`config.mk`:
```
export PLATFORM = sky130hd
export DESIGN_NAME = frame_timestamp_counters
export DESIGN_NICKNAME = d
export VERILOG_FILES = /design/src/logic/frame_timestamp_counters.v
export VERILOG_INCLUDE_DIRS = /design/src /design/src/logic
export SDC_FILE = /design/constraint.sdc
export NUM_CORES = 1
export LEC_CHECK = 0
export ABC_CLOCK_PERIOD_IN_PS = 6370
export BUFFER_PORTS_ARGS = -buffer_cell sky130_fd_sc_hd__buf_4
export CAP_MARGIN = 10
export CORE_UTILIZATION = 52
export DETAILED_ROUTE_END_ITERATION = 16
export PLACE_DENSITY = 0.78
export SYNTH_ARGS = -nofsm -noshare
export SYNTH_HDL_FRONTEND = slang
export SYNTH_SLANG_ARGS = --single-unit
```
`constraint.sdc`:
```
create_clock -name clk_in -period 6.37 [get_ports clk_in]
set_input_delay 0.3185 -clock clk_in [delete_from_list [all_inputs] [get_ports clk_in]]
set_output_delay 0.3185 -clock clk_in [all_outputs]
set_load 0.02 [all_outputs]
```
`src/logic/frame_timestamp_defines.vh`:
```
// constants for the frame time-stamp counters
`ifndef FRAME_TIMESTAMP_DEFINES_VH
`define FRAME_TIMESTAMP_DEFINES_VH
`define CLK_PERIOD_NS 4
`define FREERUN_RATE_MHZ 120
`define CORE_RATE_MHZ 250
`define FREERUN_WIDTH 32
`define ONE_SECOND_COMPARE_RESET 32'h3B9ACA00
`define FMT_SHORT_SECONDS 2'h0
`define FMT_LONG_SECONDS 2'h1
`define FMT_FREERUN 2'h2
`define NS_FIELD_MSB 29
`define SEC_SHORT_MSB 1
`endif
```
`src/logic/frame_timestamp_counters.v`:
```
// free-running and syntonized time counters with frame stamp capture
`include "frame_timestamp_defines.vh"
module frame_timestamp_counters
#(
  parameter FREE_WIDTH = `FREERUN_WIDTH
)
(
  input wire clk_in,
  input wire rst_n_in,
  input wire timestamp_counter_enable_in,
  input wire frame_stamp_enable_in,
  input wire [1:0] stamp_format_in,
  input wire [31:0] one_second_compare_value_in,
  input wire time_capture_input_in,
  input wire rx_frame_start_in,
  input wire tx_frame_start_in,
  input wire tx_stamp_request_in,
  output reg [FREE_WIDTH-1:0] freerun_count_out,
  output reg [FREE_WIDTH-1:0] freerun_capture_value_out,
  output reg freerun_capture_valid_out,
  output reg [31:0] seconds_out,
  output reg [31:0] nanoseconds_out,
  output reg [31:0] rx_stamp_seconds_out,
  output reg [31:0] rx_stamp_low_out,
  output reg rx_stamp_valid_out,
  output reg [31:0] tx_stamp_seconds_out,
  output reg [31:0] tx_stamp_low_out,
  output reg tx_stamp_valid_out
);

  // ********************
  // fractional rate generator
  // ********************
  // 120 MHz ticks derived from the 250 MHz core by phase accumulation;
  // average rate is exact, jitter is one core period
  localparam [8:0] RATE_STEP = `FREERUN_RATE_MHZ;
  localparam [8:0] RATE_MOD = `CORE_RATE_MHZ;
  localparam [31:0] NS_STEP = `CLK_PERIOD_NS;

  // accumulator and edge-detect state
  reg [8:0] phase;
  reg capture_prev;

  // next values, worked out combinationally and loaded on every edge
  reg [8:0] next_phase;
  reg [FREE_WIDTH-1:0] next_freerun_count;
  reg [FREE_WIDTH-1:0] next_capture_value;
  reg next_capture_valid;
  reg [31:0] next_seconds;
  reg [31:0] next_nanoseconds;
  reg [31:0] next_rx_stamp_seconds;
  reg [31:0] next_rx_stamp_low;
  reg next_rx_stamp_valid;
  reg [31:0] next_tx_stamp_seconds;
  reg [31:0] next_tx_stamp_low;
  reg next_tx_stamp_valid;

  // decoded strobes
  wire [8:0] phase_sum;
  wire freerun_tick;
  wire capture_edge;
  wire ns_wrap;
  wire stamps_allowed;
  wire rx_take;
  wire tx_take;

  // a 9-bit sum cannot overflow: phase stays below 250, step is 120
  assign phase_sum = phase + RATE_STEP;
  // one free-running tick per accumulator wrap, only while enabled
  assign freerun_tick = timestamp_counter_enable_in && (phase_sum >= RATE_MOD);
  // capture_prev resets low, the idle level of the capture pin, so the
  // release of reset never shows a false rising edge
  assign capture_edge = time_capture_input_in && !capture_prev;
  // compare before adding so a compare value not a multiple of 4 still wraps
  assign ns_wrap = (nanoseconds_out + NS_STEP) >= one_second_compare_value_in;
  // frame stamps need the counters running and software's frame enable
  assign stamps_allowed = timestamp_counter_enable_in && frame_stamp_enable_in;
  assign rx_take = rx_frame_start_in && stamps_allowed;
  // a transmit start without a stamp request is ignored here
  assign tx_take = tx_frame_start_in && tx_stamp_request_in &&
    stamps_allowed;

  // stamp builder shared by receive and transmit paths
  function [63:0] build_stamp;
    input [1:0] fmt;
    input [31:0] sec;
    input [31:0] ns;
    input [FREE_WIDTH-1:0] free;
    begin
      case (fmt)
        `FMT_SHORT_SECONDS:
          build_stamp = {32'h00000000, sec[`SEC_SHORT_MSB:0],
            ns[`NS_FIELD_MSB:0]};
        `FMT_LONG_SECONDS:
          build_stamp = {sec, 2'h0, ns[`NS_FIELD_MSB:0]};
        `FMT_FREERUN:
          build_stamp = {32'h00000000, free[31:0]};
        // code 3 is unassigned; it falls back to the long format
        default:
          build_stamp = {sec, 2'h0, ns[`NS_FIELD_MSB:0]};
      endcase
    end
  endfunction

  wire [63:0] live_stamp;
  assign live_stamp = build_stamp(stamp_format_in, seconds_out,
    nanoseconds_out, freerun_count_out);

  // ********************
  // free-running counter
  // ********************
  // phase only advances while enabled so restart resumes cleanly;
  // it wraps modulo 250 and each wrap is one free-running tick
  always @*
  begin
    next_phase = phase;
    if (timestamp_counter_enable_in)
    begin
      if (phase_sum >= RATE_MOD)
        next_phase = phase_sum - RATE_MOD;
      else
        next_phase = phase_sum;
    end
  end

  // accumulator register
  always @(posedge clk_in or negedge rst_n_in)
  begin
    if (!rst_n_in)
      phase <= 9'h000;
    else
      phase <= next_phase;
  end

  // 32 bits at 120 MHz wrap after about 35.8 s, ample for a peer delay
  // exchange; the free-running stamp format assumes the 32-bit default
  always @*
  begin
    next_freerun_count = freerun_count_out;
    if (freerun_tick)
      next_freerun_count = freerun_count_out + 1'b1;
  end

  // count register
  always @(posedge clk_in or negedge rst_n_in)
  begin
    if (!rst_n_in)
      freerun_count_out <= {FREE_WIDTH{1'b0}};
    else
      freerun_count_out <= next_freerun_count;
  end

  // ********************
  // external capture
  // ********************
  // the valid pulse stands one cycle, the value until the next capture;
  // an input held high captures once and must fall before the next one
  always @*
  begin
    next_capture_valid = capture_edge;
    next_capture_value = freerun_capture_value_out;
    if (capture_edge)
      next_capture_value = freerun_count_out;
  end

  // capture registers; the count is taken before this edge's increment
  always @(posedge clk_in or negedge rst_n_in)
  begin
    if (!rst_n_in)
    begin
      capture_prev <= 1'b0;
      freerun_capture_value_out <= {FREE_WIDTH{1'b0}};
      freerun_capture_valid_out <= 1'b0;
    end
    else
    begin
      capture_prev <= time_capture_input_in;
      freerun_capture_value_out <= next_capture_value;
      freerun_capture_valid_out <= next_capture_valid;
    end
  end

  // ********************
  // syntonized counter
  // ********************
  // nanoseconds step by one core period; wrapping on the step that would
  // reach the compare value keeps the seconds carry exact;
  // the count freezes, rather than clears, while the enable is low
  always @*
  begin
    next_seconds = seconds_out;
    next_nanoseconds = nanoseconds_out;
    if (timestamp_counter_enable_in)
    begin
      // carry into seconds at the compare value
      if (ns_wrap)
      begin
        next_nanoseconds = 32'h00000000;
        next_seconds = seconds_out + 32'h00000001;
      end
      else
        next_nanoseconds = nanoseconds_out + NS_STEP;
    end
  end

  // time registers
  always @(posedge clk_in or negedge rst_n_in)
  begin
    if (!rst_n_in)
    begin
      seconds_out <= 32'h00000000;
      nanoseconds_out <= 32'h00000000;
    end
    else
    begin
      seconds_out <= next_seconds;
      nanoseconds_out <= next_nanoseconds;
    end
  end

  // ********************
  // frame stamp capture
  // ********************
  // every received frame while stamps are allowed, delivered ahead of its data by the frame path;
  // the stamp words hold until the next taken frame
  // rx and tx may be taken in one cycle; each keeps its own words
  always @*
  begin
    next_rx_stamp_seconds = rx_stamp_seconds_out;
    next_rx_stamp_low = rx_stamp_low_out;
    next_rx_stamp_valid = 1'b0;
    // stamp words come from the counters before this edge's update
    if (rx_take)
    begin
      next_rx_stamp_seconds = live_stamp[63:32];
      next_rx_stamp_low = live_stamp[31:0];
      next_rx_stamp_valid = 1'b1;
    end
  end

  // receive stamp registers
  always @(posedge clk_in or negedge rst_n_in)
  begin
    if (!rst_n_in)
    begin
      rx_stamp_seconds_out <= 32'h00000000;
      rx_stamp_low_out <= 32'h00000000;
      rx_stamp_valid_out <= 1'b0;
    end
    else
    begin
      rx_stamp_seconds_out <= next_rx_stamp_seconds;
      rx_stamp_low_out <= next_rx_stamp_low;
      rx_stamp_valid_out <= next_rx_stamp_valid;
    end
  end

  // transmit only on request, so software times just the frames it picks;
  // a tx start with no request leaves the held words alone
  always @*
  begin
    next_tx_stamp_seconds = tx_stamp_seconds_out;
    next_tx_stamp_low = tx_stamp_low_out;
    next_tx_stamp_valid = 1'b0;
    if (tx_take)
    begin
      next_tx_stamp_seconds = live_stamp[63:32];
      next_tx_stamp_low = live_stamp[31:0];
      next_tx_stamp_valid = 1'b1;
    end
  end

  // transmit stamp registers
  always @(posedge clk_in or negedge rst_n_in)
  begin
    if (!rst_n_in)
    begin
      tx_stamp_seconds_out <= 32'h00000000;
      tx_stamp_low_out <= 32'h00000000;
      tx_stamp_valid_out <= 1'b0;
    end
    else
    begin
      tx_stamp_seconds_out <= next_tx_stamp_seconds;
      tx_stamp_low_out <= next_tx_stamp_low;
      tx_stamp_valid_out <= next_tx_stamp_valid;
    end
  end

endmodule

```
==> metrics.md <==
| Metric | Value |
|---|---|
| Status | `finished clean` |
| Die ar. | `0.02479 sq mm` |
| Top FF cell, synth | `dfrtp_1` |
| Final setup fails | `0` |
| Worst slack, placed | `2030 ps` |
| Largest net degree at the start of global routing | `139` |
| Worst-margin pin slew | `1034 ps` |
| Total grt overflow | `0` |
| CTS resizes | `0` |
| FILL cells | `1,782` |
| Final antenna-violating net count | `0` |
| Setup ws final | `1893 ps` |
| R2r setup slk | `1890 ps` |
| Overall routing resource usage | `26.88%` |
| DP Area | `0.01502 sq mm` |
| Vias per Instance | `5.512` |
| Setup Buffers After CTS | `0` |
| Clock period minus worst slack | `4477 ps` |
| Final period utilization | `70.28%` |
| Remaining DRCs | `0` |
| Slowest-stage cell, CP | `nor4_2` |
| Clk_skew | `13.63 ps` |
| Reg-to-reg critical path endpoint | `nanoseconds_out[30]` |
| Final Max Slew Viols | `0` |
| Power Dens Cells | `301.6 mW/mm^2` |
| Clock sinks | `266` |
| Hold Path Origin | `stamp_format_in[0]` |
| Inserted Clock Buffers | `29` |
| Share of cells above drive strength 1 | `27.39%` |
| Crit Path Class | `register to register` |
| Clock transition at the registers of the reported paths | `60 ps` |
| Detailed router's first-iteration violation count | `685` |
| HP Class | `input port to register` |
| Post-route cell area | `0.01599 sq mm` |
| I/O Pins | `301` |
| Async set or reset register ratio after synthesis | `100.0%` |
| Number of max-cap violations | `0` |
| Hold depth | `3` |
| Area contributors post-synth | `dfrtp_1 53%, nand2_1 6.3%, o21ai_0 5.9%` |
| Worst reg2reg path depth | `13` |
| Routed wire length | `33.06 mm` |
| Worst vdd ir | `269.2 uV` |
| Vias in the first global route | `9,918` |
| PnR Total Power | `0.004823 W` |
| Crit path max fanout | `48` |
| Hold_buf cts | `2` |
| Most frequent cells in the layout | `303 x buf_4, 266 x dfrtp_1, 211 x nand2_1` |
| Die Span Y | `157.5 um` |
| Reg2reg start | `nanoseconds_out[4]` |
| Placement Rows | `56` |
| EDFF count, synth | `0` |
| Via count | `10,131` |
| Worst Path Arrival | `4890 ps` |
| Post-synthesis cell count | `1,233` |
| Worst-Skew Late Latency | `540 ps` |
| Startpoint Class | `register` |
| Worst path cell trace | `nand3_1, nor4_2, nand3_1, nor2_1, xor2_1, ha_1, nand4_1, nor4_1, nand2_1, a21oi_4, buf_4, nor2_1, a221o_1` |
| Ys Warns | `0` |
| Post-detail-place hpwl | `23.05 mm` |
| Headroom to the max-slew limit | `31.09%` |
| Post-DR wirelength/cell | `17.99 um` |
| Max Clock Freq | `223.4 MHz` |
| CTS tree | `yes` |
| # port buffers | `298` |
| Area fraction of the dominant cell type after synthesis | `52.97%` |
| Deepest clock path buffer count | `3` |
| Final hold violation count | `0` |
| RSZ-0062 raised after global routing | `no` |
| Leakage | `7.895 nW` |
| DRT Pass-1 Iters | `5` |
| #FFs+latches synth | `266` |
| Largest stage delay, worst path | `620 ps` |
| Hold worst-path end | `rx_stamp_seconds_out[19]` |
| Starting density of the core | `53.22%` |
| Seq/Total Area, Yosys | `52.97%` |
| Most common cell after layout, fill and taps aside | `buf_4` |
| Netlist cell types | `50` |
| Core region area | `0.02361 sq mm` |
| N_diodes | `0` |
| CP required | `6790 ps` |
| RePlAce Congestion | `0.8751` |
| Clock H-tree levels | `1` |
| Total negative setup slack | `0 ps` |
| Syn Area/Cell | `10.19 sq um` |
| Final #Nets | `1,577` |
| Initial antenna violation count | `0` |
| Synth area leader | `dfrtp_1` |
| Nature of the critical path endpoint | `register` |
| Area Growth Syn to Fin | `27.24%` |
| Worst setup startpoint | `nanoseconds_out[4]` |
| Mapped Area | `0.01257 sq mm` |
| Clock root cell | `clkbuf_16` |
| Global-route wire length before repair | `52.52 mm` |
| DIE WIDTH | `157.5 um` |
registers in the layout, summed over array words and instances, names as in the netlist:
signal / flops
tx_stamp_valid_out: 1
nanoseconds_out: 30
rx_stamp_low_out: 32
rx_stamp_valid_out: 1
rx_stamp_seconds_out: 32
freerun_capture_value_out: 32
freerun_count_out: 32
freerun_capture_valid_out: 1
tx_stamp_low_out: 32
phase: 8
tx_stamp_seconds_out: 32
capture_prev: 1
seconds_out: 32
cell type report:
| class | count | area, sq um | share of cell area, % |
|---|---|---|---|
| inverters | 55 | 206.4 | 1.291 |
| well taps | 319 | 399.1 | 2.496 |
| multi-input cells | 840 | 5444 | 34.05 |
| clock buffers | 40 | 817.0 | 5.110 |
| repair buffers | 307 | 2330 | 14.57 |
| clock inverters | 11 | 136.4 | 0.8530 |
| flip-flops and latches | 266 | 6656 | 41.63 |
critical path: cells and delay by family (launching register included):
family                   cells  cell delay, ps
AND/OR/NAND/NOR              8            2480
adder cells (fa/ha/maj)      1             180
buffers and inverters        1             430
flip-flops                   1             510
AO/OA/AOI/OAI                2             480
XOR/XNOR                     1             260
worst max-delay path by stage:
| stage | end | slack, ps | depth (start not counted) |
|---|---|---|---|
| 2_1_floorplan | nanoseconds_out[21] | 2570 | 15 |
| 3_3_place_gp | nanoseconds_out[2] | 2130 | 13 |
| 3_5_place_dp | nanoseconds_out[2] | 2030 | 13 |
| 4_1_cts | nanoseconds_out[2] | 1950 | 13 |
| 5_1_grt | nanoseconds_out[2] | 1420 | 13 |
| 6_report | nanoseconds_out[30] | 1890 | 13 |
layer usage:
| metal | routed length, um | track usage (%) | vias to the layer above | part of all wire, % |
|---|---|---|---|---|
| li1 | - | - | 4778 | - |
| met5 | 0 | 0 | - | 0 |
| met1 | 13730 | 35.14 | 4977 | 42 |
| met4 | 928 | 7.675 | 0 | 2.8 |
| met2 | 16080 | 45.09 | 316 | 49 |
| met3 | 2314 | 5.589 | 60 | 7.0 |
synthesized netlist by cell type, types with 8 or more instances:
library cell	instances
o2111ai_1	20
clkbuf_1	61
xor2_1	28
xnor2_1	71
a21oi_1	23
a22o_1	11
dfrtp_1	266
o2bb2ai_1	11
ha_1	36
mux2i_1	27
and4_1	12
nand4_1	18
nand2_1	211
mux2_2	36
o21ai_0	147
and3_1	24
o31ai_1	11
inv_1	55
nand3_1	26
nor2_1	42
nor3_1	18
and2_1	8
nor2b_1	9
per-stage QoR:
| step | utilization, % | cells | hold slack, ps |
|---|---|---|---|
| CTS | 67.71 | 1838 | 223.9 |
| floorplan | - | 1234 | 22.91 |
| global placement | 63.59 | 1785 | 446.2 |
| global route | 67.71 | 1838 | 250.5 |
| finish | 67.71 | 1838 | 240.7 |
| detailed placement | 63.59 | 1785 | 447.3 |
cell families (layout without fill, tap and decap cells):
group,Yosys count,count (layout),synth area share [%]
buf+inv,128,413,4.003
compound gates,243,243,11.80
other cells,1,2,0.02984
simple gates,396,396,15.20
mux,63,63,5.377
flops,266,266,52.97
fa+ha+maj,36,36,3.585
xor+xnor,100,100,7.030
report_power, final:
group	internal [W]	switching [W]
Sequential	0.00187	0.000200
Combinational	0.000453	0.000615
Clock	0.00101	0.000675
Total	0.00333	0.00149
Power figures use the tool's default switching activity.
